File: config.mk
export PLATFORM = sky130hd
export DESIGN_NAME = ccu_unit
export DESIGN_NICKNAME = d
export VERILOG_FILES = /design/src/ccu_pkg.sv /design/src/ccu_unit.sv
export VERILOG_INCLUDE_DIRS = /design/src
export SDC_FILE = /design/constraint.sdc
export NUM_CORES = 1
export LEC_CHECK = 0
export ABC_AREA = 1
export BUFFER_PORTS_ARGS = -buffer_cell sky130_fd_sc_hd__clkbuf_2
export CELL_PAD_IN_SITES_DETAIL_PLACEMENT = 0
export CELL_PAD_IN_SITES_GLOBAL_PLACEMENT = 1
export CORE_MARGIN = 10
export CORE_UTILIZATION = 40
export CTS_BUF_LIST = sky130_fd_sc_hd__clkbuf_2 sky130_fd_sc_hd__clkbuf_4 sky130_fd_sc_hd__clkbuf_8
export CTS_CLUSTER_DIAMETER = 200
export DETAILED_ROUTE_END_ITERATION = 12
export GPL_ROUTABILITY_DRIVEN = 0
export PLACE_DENSITY = 0.86
export SYNTH_ARGS = -nofsm -noshare
export SYNTH_HDL_FRONTEND = slang
export SYNTH_SLANG_ARGS = --single-unit
File: constraint.sdc
create_clock -name clk -period 1.95 [get_ports clk]
set_input_delay 0.0975 -clock clk [delete_from_list [all_inputs] [get_ports clk]]
set_output_delay 0.0975 -clock clk [all_outputs]
set_load 0.05 [all_outputs]
File: src/ccu_consts.svh
// Purpose: offsets, field positions, reset values for the capture/compare unit
// Assumes: byte-wide register port, two address bits
// Notes: definitions only
`ifndef CCU_CONSTS_SVH
`define CCU_CONSTS_SVH

// register offsets on the plain register port
`define CCU_OFS_CONTROL 2'h0
`define CCU_OFS_LOW 2'h1
`define CCU_OFS_HIGH 2'h2
`define CCU_OFS_STATUS 2'h3

// reset values and the control write mask
`define CCU_CONTROL_RST 8'h00
`define CCU_CONTROL_WMASK 8'hbf
`define CCU_VALUE_RST 16'h0000

// status register bit positions
`define CCU_ST_FLAG 0
`define CCU_ST_OUT 1
`define CCU_ST_PIN 2
`define CCU_ST_PEND 3

// prescaler last counts for 1, 4 and 16 edges
`define CCU_PS_LAST_1 4'h0
`define CCU_PS_LAST_4 4'h3
`define CCU_PS_LAST_16 4'hf

`endif

File: src/ccu_pkg.sv
// Purpose: types shared by the capture/compare unit and its users
// Assumes: nothing beyond the constants header
// Notes: mode codes are those of the control register's low nibble
package ccu_pkg;

    // control register layout, bit 7 down to bit 0
    typedef struct packed {
        logic output_config_select;
        logic unused6;
        logic [1:0] duty_low_bits;
        logic [3:0] unit_mode_select;
    } ccu_ctrl_t;

    typedef enum logic [3:0] {
        CCU_OFF = 4'b0000,
        CCU_RSV1 = 4'b0001,
        CCU_CMP_TOGGLE = 4'b0010,
        CCU_RSV3 = 4'b0011,
        CCU_CAP_FALL = 4'b0100,
        CCU_CAP_RISE = 4'b0101,
        CCU_CAP_RISE4 = 4'b0110,
        CCU_CAP_RISE16 = 4'b0111,
        CCU_CMP_SET = 4'b1000,
        CCU_CMP_CLEAR = 4'b1001,
        CCU_CMP_SOFT = 4'b1010,
        CCU_CMP_SPECIAL = 4'b1011,
        CCU_PWM_HH = 4'b1100,
        CCU_PWM_HL = 4'b1101,
        CCU_PWM_LH = 4'b1110,
        CCU_PWM_LL = 4'b1111
    } ccu_mode_t;

    // settings handed to the external waveform generator
    typedef struct packed {
        logic pwm_active;
        logic half_bridge;
        logic primary_active_low;
        logic secondary_active_low;
        logic [1:0] duty_low_bits;
    } ccu_pwm_cfg_t;

    // pin control for the primary and secondary pins
    typedef struct packed {
        logic primary_out;
        logic primary_oe;
        logic secondary_is_port;
    } ccu_pins_t;

endpackage

File: src/ccu_unit.sv
// Purpose: capture and compare unit driven by a 16-bit timer count
// Assumes: timer and converter outside; timer_tick marks timer clock rise
// Notes: waveform generator is outside; only its settings leave here
//   register map on the byte port, two address bits:
//   0 control: bit 7 output config, 6 unused, 5:4 duty low, 3:0 mode
//   1 value low byte, 2 value high byte
//   3 status: bit 0 flag (write sets or clears), bit 1 output latch,
//     bit 2 filtered pin level, bit 3 timer reset pending, rest zero
//   read data stand one cycle after the read strobe, zero otherwise
//   a capture in the same cycle as a value byte write wins over it
//   the hardware flag set wins over a software clear in one cycle
//   the value pair resets to zero so reads are never unknown
//   a compare match acts once, on the cycle the match begins
//   reserved codes release the pin but keep the output latch
//   pin edges reach the capture four cycles after the pin moves
//
// Strobed register access and the address map were chosen for this implementation.
`timescale 1ns/10ps
`include "ccu_consts.svh"

module ccu_unit (
    input wire logic clk,
    input wire logic rst_b,
    input wire logic [1:0] reg_addr,
    input wire logic [7:0] reg_wdata,
    input wire logic reg_wr,
    input wire logic reg_rd,
    output logic [7:0] reg_rdata,
    input wire logic [15:0] timer_count,
    input wire logic timer_tick,
    input wire logic adc_enabled,
    input wire logic event_pin,
    output logic timer_reset,
    output logic special_event,
    output logic adc_start,
    output logic unit_interrupt_flag,
    output ccu_pkg::ccu_pins_t pins,
    output ccu_pkg::ccu_pwm_cfg_t pwm_cfg
);
    import ccu_pkg::*;

    // mode class decoders, used in several places
    function automatic logic is_capture(input logic [3:0] m);
        is_capture = (m[3:2] == 2'b01);
    endfunction

    function automatic logic is_compare(input logic [3:0] m);
        is_compare = (m == CCU_CMP_TOGGLE) || (m[3:2] == 2'b10);
    endfunction

    // last prescaler count for the selected rising-edge capture mode
    function automatic logic [3:0] ps_last(input logic [3:0] m);
        if (m == CCU_CAP_RISE4) begin
            ps_last = `CCU_PS_LAST_4;
        end else if (m == CCU_CAP_RISE16) begin
            ps_last = `CCU_PS_LAST_16;
        end else begin
            ps_last = `CCU_PS_LAST_1;
        end
    endfunction

    ccu_ctrl_t ctrl;
    logic [15:0] value;
    logic flag;
    logic out_latch;
    logic [3:0] ps_count;
    logic pin_s1;
    logic pin_s2;
    logic pin_s3;
    logic pin_level;
    logic pin_prev;
    logic match_prev;
    logic reset_pending;

    // register port decode
    wire wr_control = reg_wr && (reg_addr == `CCU_OFS_CONTROL);
    wire wr_low = reg_wr && (reg_addr == `CCU_OFS_LOW);
    wire wr_high = reg_wr && (reg_addr == `CCU_OFS_HIGH);
    wire wr_status = reg_wr && (reg_addr == `CCU_OFS_STATUS);

    // mode decode
    wire [3:0] mode = ctrl.unit_mode_select;
    wire unit_off = (mode == CCU_OFF);
    wire cap_mode = is_capture(mode);
    wire cmp_mode = is_compare(mode);
    wire pwm_mode = (mode[3:2] == 2'b11);

    // edges of the filtered pin level, one cycle each
    wire rise = pin_level && !pin_prev;
    wire fall = !pin_level && pin_prev;

    // qualified capture event after edge select and prescale
    wire counted_edge = (mode != CCU_CAP_FALL) && rise;
    wire ps_hit = (ps_count == ps_last(mode));
    wire capture_event = cap_mode &&
        (((mode == CCU_CAP_FALL) && fall) || (counted_edge && ps_hit));

    // compare runs every cycle; act once on the cycle a match begins
    wire match_now = (timer_count == value);
    wire match_event = cmp_mode && match_now && !match_prev;
    wire special_hit = match_event && (mode == CCU_CMP_SPECIAL);

    // flag: hardware set wins over a software clear in the same cycle
    wire hw_set = capture_event || match_event;
    wire next_flag = hw_set ? 1'b1 :
        (wr_status ? reg_wdata[`CCU_ST_FLAG] : flag);

    // compare output latch actions
    logic next_out;
    always_comb begin
        next_out = out_latch;
        if (unit_off) begin
            next_out = 1'b0;
        end else if (match_event) begin
            unique case (mode)
                CCU_CMP_TOGGLE: next_out = !out_latch;
                CCU_CMP_SET: next_out = 1'b1;
                CCU_CMP_CLEAR: next_out = 1'b0;
                default: next_out = out_latch; // soft and special
            endcase
        end
    end

    // read mux; unmapped bits and bit 6 read zero
    wire [7:0] status_word = {4'h0, reset_pending, pin_level, out_latch,
        flag};
    logic [7:0] rd_mux;
    always_comb begin
        unique case (reg_addr)
            `CCU_OFS_CONTROL: rd_mux = ctrl & `CCU_CONTROL_WMASK;
            `CCU_OFS_LOW: rd_mux = value[7:0];
            `CCU_OFS_HIGH: rd_mux = value[15:8];
            `CCU_OFS_STATUS: rd_mux = status_word;
        endcase
    end

    // control register; bit 6 is not stored
    always_ff @(posedge clk or negedge rst_b) begin
        if (!rst_b) begin
            ctrl <= `CCU_CONTROL_RST;
        end else if (wr_control) begin
            ctrl <= reg_wdata & `CCU_CONTROL_WMASK;
        end
    end

    // value pair: capture loads both bytes at once and overwrites
    always_ff @(posedge clk or negedge rst_b) begin
        if (!rst_b) begin
            value <= `CCU_VALUE_RST;
        end else if (capture_event) begin
            value <= timer_count;
        end else if (wr_low) begin
            value[7:0] <= reg_wdata;
        end else if (wr_high) begin
            value[15:8] <= reg_wdata;
        end
    end

    // interrupt flag, never cleared by hardware
    always_ff @(posedge clk or negedge rst_b) begin
        if (!rst_b) begin
            flag <= 1'b0;
        end else begin
            flag <= next_flag;
        end
    end

    // compare output latch
    always_ff @(posedge clk or negedge rst_b) begin
        if (!rst_b) begin
            out_latch <= 1'b0;
        end else begin
            out_latch <= next_out;
        end
    end

    // edge prescaler; a prescale change keeps the count on purpose
    always_ff @(posedge clk or negedge rst_b) begin
        if (!rst_b) begin
            ps_count <= 4'h0;
        end else if (!cap_mode) begin
            ps_count <= 4'h0;
        end else if (counted_edge) begin
            ps_count <= ps_hit ? 4'h0 : ps_count + 4'h1;
        end
    end

    // three-stage synchroniser; first stage feeds only the second
    always_ff @(posedge clk or negedge rst_b) begin
        if (!rst_b) begin
            pin_s1 <= 1'b0;
            pin_s2 <= 1'b0;
            pin_s3 <= 1'b0;
        end else begin
            pin_s1 <= event_pin;
            pin_s2 <= pin_s1;
            pin_s3 <= pin_s2;
        end
    end

    // level accepted once stages two and three agree, glitch filter
    always_ff @(posedge clk or negedge rst_b) begin
        if (!rst_b) begin
            pin_level <= 1'b0;
            pin_prev <= 1'b0;
        end else begin
            if (pin_s2 == pin_s3) begin
                pin_level <= pin_s3;
            end
            pin_prev <= pin_level;
        end
    end

    // match history; cleared when off so a stale match is not held
    always_ff @(posedge clk or negedge rst_b) begin
        if (!rst_b) begin
            match_prev <= 1'b0;
        end else if (!cmp_mode) begin
            match_prev <= 1'b0;
        end else begin
            match_prev <= match_now;
        end
    end

    // timer reset waits for the timer tick and drops if the match goes
    always_ff @(posedge clk or negedge rst_b) begin
        if (!rst_b) begin
            reset_pending <= 1'b0;
        end else if (mode != CCU_CMP_SPECIAL || !match_now) begin
            reset_pending <= 1'b0; // cancel on lost match
        end else if (special_hit) begin
            reset_pending <= !timer_tick;
        end else if (timer_tick) begin
            reset_pending <= 1'b0;
        end
    end

    // registered read data, valid only in the cycle after the strobe
    always_ff @(posedge clk or negedge rst_b) begin
        if (!rst_b) begin
            reg_rdata <= 8'h00;
        end else if (reg_rd) begin
            reg_rdata <= rd_mux;
        end else begin
            reg_rdata <= 8'h00;
        end
    end

    // trigger leaves at once; converter start only when enabled
    // no path here reaches the timer overflow flag
    assign special_event = special_hit;
    assign adc_start = special_hit && adc_enabled;
    // timer reset lands on the tick with the match still present
    assign timer_reset = timer_tick && match_now &&
        (mode == CCU_CMP_SPECIAL) &&
        (reset_pending || special_hit);
    assign unit_interrupt_flag = flag;

    // pin control: soft and special modes leave the pin alone
    assign pins.primary_out = out_latch;
    assign pins.primary_oe = cmp_mode && (mode != CCU_CMP_SOFT) &&
        (mode != CCU_CMP_SPECIAL);
    assign pins.secondary_is_port = !(pwm_mode &&
        ctrl.output_config_select);

    // waveform settings; meaningless outside PWM so held at zero
    assign pwm_cfg.pwm_active = pwm_mode;
    assign pwm_cfg.half_bridge = pwm_mode &&
        ctrl.output_config_select;
    assign pwm_cfg.primary_active_low = pwm_mode && mode[1];
    assign pwm_cfg.secondary_active_low = pwm_mode && mode[0];
    assign pwm_cfg.duty_low_bits = pwm_mode ? ctrl.duty_low_bits :
        2'b00;

endmodule // ccu_unit

# Word-level counts from Yosys, hierarchy flattened
# Cells that the tools add are included.
# word_totals
word_cells	103
ff_bits	44
in_bits	33
ram_bits	0
latch_bits	0
memories	0
rom_bits	0
out_inout_bits	21
# op_classes
n_mux	21
n_mul	0
addsub	1
eq_ne	21
shifts	0
n_reduce_logical	44
bitwise	0
div	0
order_cmp	0
# op_table
cell	count
8-bit 2-to-1 mux	4
8-bit one-hot mux with 4 select lines	1
1-bit logical AND	22
4-bit 2-to-1 mux	5
16-bit == test	1
16-bit 2-to-1 mux	1
4-bit by 3-bit == test with 1-bit output (second input constant)	3
4-bit == test (second input constant)	3
2-bit == test (second input constant)	4
1-bit 2-to-1 mux	8
4-bit != test (second input constant)	2
2-bit nonzero test	4
1-bit zero test	7
1-bit logical OR	5
4-bit by 1-bit adder with 4-bit output (second input constant)	1
2-bit by 1-bit == test with 1-bit output (second input constant)	2
4-bit by 2-bit == test with 1-bit output (second input constant)	1
4-bit == test	1
4-bit zero test	1
2-bit by 1-bit != test with 1-bit output (second input constant)	2
4-bit by 3-bit != test with 1-bit output (second input constant)	1
2-bit AND reduction	2
4-bit nonzero test	1
1-bit one-hot mux with 3 select lines	1
other kinds (4)	4

# Depth between registers and ports, before layout
# logic_depth
word_depth	9
ltp_mapped	12
depth_no_buf	12

# Worst setup path before layout
# Ideal clock, no wire load.
# synth_path
path_type	flip-flop to output port
startpoint	register ctrl (netlist bit mode[3])
endpoint	output port adc_start
slack_ns	-0.275
stages_incl_launch_ff	6
n_path_buf	0
t_arrival_ns	2.127
t_required_ns	1.852
cell_sequence	dfrtp_1 inv_2 nand4_1 nand2_1 nand4_1 nor3b_1
# synth_via
elab_chain_cells	6
elab_cells_between_ends	8
classes_between	3 x eq/ne; 5 x reduce/logical
# synth_lines
element	line_no	rtl
from (decl)	ccu_unit.sv:62	ccu_ctrl_t ctrl;
from (signal assigned)	ccu_unit.sv:140	ctrl <= `CCU_CONTROL_RST;
from (signal assigned)	ccu_unit.sv:142	ctrl <= reg_wdata & `CCU_CONTROL_WMASK;
4-bit by 2-bit == test with 1-bit output / 2-bit == test (equally long branches)	ccu_unit.sv:48	is_compare = (m == CCU_CMP_TOGGLE) || (m[3:2] == 2'b10);
1-bit logical OR	ccu_unit.sv:48	
1-bit logical AND (2 in a row)	ccu_unit.sv:100	wire match_event = cmp_mode && match_now && !match_prev;
1-bit logical AND *	ccu_unit.sv:101	wire special_hit = match_event && (mode == CCU_CMP_SPECIAL);
1-bit logical AND *	ccu_unit.sv:252	assign adc_start = special_hit && adc_enabled;
to (decl)	ccu_unit.sv:35	output logic adc_start,
# Every way passes the cells marked *; elsewhere a longest branch is shown, timed or not.

# Worst setup path in the final report
# layout_path
startpoint	register value[14]
endpoint	output port adc_start
# layout_via
elab_chain_cells	5
# layout_lines
element	line_no	rtl
from (decl)	ccu_unit.sv:63	logic [15:0] value;
from (signal assigned)	ccu_unit.sv:149	value <= `CCU_VALUE_RST;
from (signal assigned)	ccu_unit.sv:151	value <= timer_count;
from (signal assigned)	ccu_unit.sv:155	value[15:8] <= reg_wdata;
16-bit == test	ccu_unit.sv:99	wire match_now = (timer_count == value);
1-bit logical AND (2 in a row)	ccu_unit.sv:100	
1-bit logical AND	ccu_unit.sv:101	
1-bit logical AND	ccu_unit.sv:252	
# No other way between the ends.

==> results.sh <==
export IMPL_fin_util_pct=50.52
export IMPL_critical_path_class="reg2out"
export IMPL_synth_top_family_by_area="simple AND/OR/NAND/NOR gates"
export IMPL_first_pass_iters=4
export IMPL_drt_wl_total_mm=7.288
export IMPL_synth_xor_area_share_pct=2.688
export IMPL_drive_above_1_share_pct=23.50
export IMPL_viasPerCell=4.881
export IMPL_tightest_slew_ns=0.5778
export IMPL_die_x_um=100.7
export IMPL_peakVddDrop_uv=424.3
export IMPL_cts_sinks=44
export IMPL_p_sw_share_pct=40.75
export IMPL_power_leakage_nw=1.734
export IMPL_max_freq_ghz=0.5014
export IMPL_yosysTopAreaCellShare_pct=42.25
export IMPL_synth_seq_cells=44
export IMPL_power_density_nw_per_um2=942.2
export IMPL_dp_hpwl_mm=5.520
export IMPL_grtUsageTotal_pct=14.82
export IMPL_violations="setup timing"
export IMPL_clock_path_buffers=2
export IMPL_syn_area_um2=2606
export IMPL_diodes=0
export IMPL_synth_edff_count=0
export IMPL_synthFlopType="dfrtp_1"
export IMPL_io_buffer_count=53
export IMPL_grt_max_degree=45
export IMPL_synth_compound_area_share_pct=7.681
export IMPL_overflow=0
export IMPL_start_util_pct=41.04
export IMPL_clock_latency_ns=0.30
export IMPL_ios=54
export IMPL_hold_class="in2reg"
export IMPL_ys_top_cells_by_area="dfrtp_1 (42%), nand2_1 (13%), nand3_1 (11%)"
export IMPL_nets=467
export IMPL_syn_inst=360
export IMPL_vias=2494
export IMPL_final_cells=511
export IMPL_fillers=635
export IMPL_htree_levels=2
export IMPL_cap_violations=0
export IMPL_cts_root_buf="clkbuf_8"
export IMPL_grt_antenna_before_repair=0
export IMPL_fin_ws_ns=-0.04443
export IMPL_synth_simple_area_share_pct=34.42
export IMPL_grt_busiest_layer="met2"
export IMPL_report_final_slew_viol_count=0
export IMPL_power_total_mw=3.023
export IMPL_synth_nets=394
export IMPL_use_met1_pct=19.20
export IMPL_start_kind="register"
export IMPL_muxShareOfSynthArea_pct=0.8161
export IMPL_rsz0062_at_grt="yes"
export IMPL_dr_first_iter_drc_count=171
export IMPL_status="finished, violations left"
export IMPL_dpl_cell_area_um2=2939
export IMPL_grt_use_met2_pct=23.29
export IMPL_grt_pass1_wl_mm=12.16
export IMPL_dp_cells=487
export IMPL_pwr_share_seq_pct=41.8
export IMPL_fin_skew_ns=0.007311
export IMPL_drcViolationCount=0
export IMPL_cp_common_cell="nor2_1"
export IMPL_finalSetupViolCount=2
export IMPL_fin_crit_ns=1.994
export IMPL_internal_power_mw=1.791
export IMPL_rows=29
export IMPL_synth_most_common_cell="nand2_1"
export IMPL_synth_top_area_cell="dfrtp_1"
export IMPL_routedWlPerCell_um=14.26
export IMPL_synthArstFlopShare_pct=100.0
export IMPL_switching_power_mw=1.232
export IMPL_area_growth_pct=23.09
export IMPL_yosysWarnings=0
export IMPL_period_share_pct=102.3
export IMPL_cts_tree="yes"
export IMPL_critPathMaxStageDelay_ns=0.44
export IMPL_dieHeight_um=100.7
export IMPL_path_clk_slew_ns=0.08
export IMPL_required_ns=1.85
export IMPL_arrival_ns=1.90
export IMPL_slew_headroom_pct=61.48
export IMPL_grt_pass1_vias=2473
export IMPL_synthTopCellsByCount="nand2_1 (89), inv_1 (57), nand3_1 (55)"
export IMPL_synth_seq_area_share_pct=42.25
export IMPL_whs_ns=0.04204
export IMPL_grtUsageMet3_pct=3.704
export IMPL_comb_power_share_pct=38.1
export IMPL_synthAdderAreaFrac_pct=0.8641
export IMPL_p_clk_share_pct=20.1
export IMPL_crit_path_top_delay_cell="dfrtp_1"
export IMPL_worstPathBufferInverterCount=2
export IMPL_cpLargestDelayFamily="simple AND/OR/NAND/NOR gates"
export IMPL_finalHoldViolCount=0
export IMPL_crit_chain="xor2_1 -> nor2_1 -> nand2_1 -> nor2_1 -> nand4_1 -> buf_4 -> nor3b_2 -> clkbuf_8"
export IMPL_end_kind="output port"
export IMPL_cts_made_buffers=5
export IMPL_core_area_um2=6350
export IMPL_syn_area_per_cell_um2=7.240
export IMPL_die_area_um2=10140
export IMPL_postLayoutCellArea_um2=3208
export IMPL_drtAntennaViolNets=0
export IMPL_ys_types=32
export IMPL_cp_max_fo=4
-- metal layers --
metal / vias to the layer above / part of all wire, % / wire length (µm)
met2: 57 / 47 / 3444
met1: 1135 / 45 / 3284
met3: 11 / 5.6 / 406
met4: 0 / 2.1 / 152
li1: 1291 / - / -
met5: - / 0 / 0
-- registers in the layout, summed over array words and instances (netlist names) --
signal / cells
reset_pending: 1
pin_s1: 1
unit_interrupt_flag: 1
ps_count: 4
pin_s3: 1
value: 16
pin_level: 1
match_prev: 1
mode: 4
ctrl: 3
reg_rdata: 8
out_latch: 1
pin_prev: 1
pin_s2: 1
-- power by group through the flow --
stage / combinational, mW / sequential (mW) / clock, mW
after detailed placement: 1.03 / 1.29 / 0
after global routing: 1.29 / 1.29 / 0.660
final: 1.15 / 1.26 / 0.608
after floorplan: 0.691 / 1.34 / 0
after CTS: 1.09 / 1.26 / 0.617
after global placement: 1.03 / 1.28 / 0
-- kinds of logic (layout without fill, tap and decap cells) --
group,count (synthesis),count (layout)
and+or+nand+nor,203,203
DFF,44,44
muxes,2,2
xor gates and xnor gates,8,8
adders and majority gates,2,2
AOI/OAI and AO/OA,34,34
buffers and inverters,67,141
-- metrics by stage --
stage                     setup WS (ns)  TNS [ns]
final                          -0.04443  -0.05456
after global routing            -0.1510   -0.3060
after CTS                      -0.03538  -0.03538
after detailed placement         0.1552         0
after global placement           0.1758         0
after floorplan                  0.1051         0
-- worst reg2reg max path: stages, from the launching register on --
cell     delay (ns)
dfrtp_1        0.44
inv_1          0.12
nand2_1        0.10
nor2_1         0.06
nor3_2         0.18
nand3_2        0.10
nand2_2        0.11
nand2_8        0.17
inv_8          0.18
nand2_1        0.07
nand3_1        0.08
-- final timing paths --
kind / start / depth (start not counted) / end / slack [ns]
max: value[14] / 8 / adc_start / -0.04
min: timer_count[9] / 3 / value[9] / 0.04
max reg2reg: mode[1] / 10 / value[15] / 0.26
min reg2reg: pin_s1 / 0 / pin_s2 / 0.36
max in group asynchronous: rst_b / 3 / value[2] / 1.11
min in group asynchronous: rst_b / 3 / pin_s1 / 0.41
-- cells in the final DEF, fill, tap and decap left out, types with 3 or more instances in the layout --
cell / instances
nand2_2: 5
dlygate4sd3_1: 3
clkbuf_2: 50
nand2_1: 88
o21ai_0: 10
nor2_1: 38
clkbuf_8: 8
inv_2: 4
a221oi_1: 5
nand4_1: 5
a21oi_1: 13
xor2_1: 5
nor2_2: 6
buf_4: 17
dfrtp_1: 43
inv_1: 55
nand3_1: 55
xnor2_1: 3
o22ai_1: 3
-- final cells by class --
type | instances | area (µm²) | area share (%)
Clock buffer | 6 | 82.58 | 2.574
Clock inverter | 2 | 10.01 | 0.3120
Inverter | 60 | 232.7 | 7.254
Multi-Input combinational cell | 249 | 1237 | 38.57
Sequential cell | 44 | 1102 | 34.36
Tap cell | 77 | 96.34 | 3.003
Timing Repair Buffer | 73 | 446.7 | 13.92
-- what timing repair did --
| action | in CTS | in global routing |
|---|---|---|
| cloned | 0 | 0 |
| setup buffers | 7 | 6 |
| hold buffers | 3 | 0 |
| pin swaps | 8 | 10 |
| hold endpoints to repair | 46 | 0 |
| gates resized for setup | 7 | 10 |
| endpoints found under the setup margin | 3 | 16 |
No activity file was read; power rests on OpenSTA's default activity.
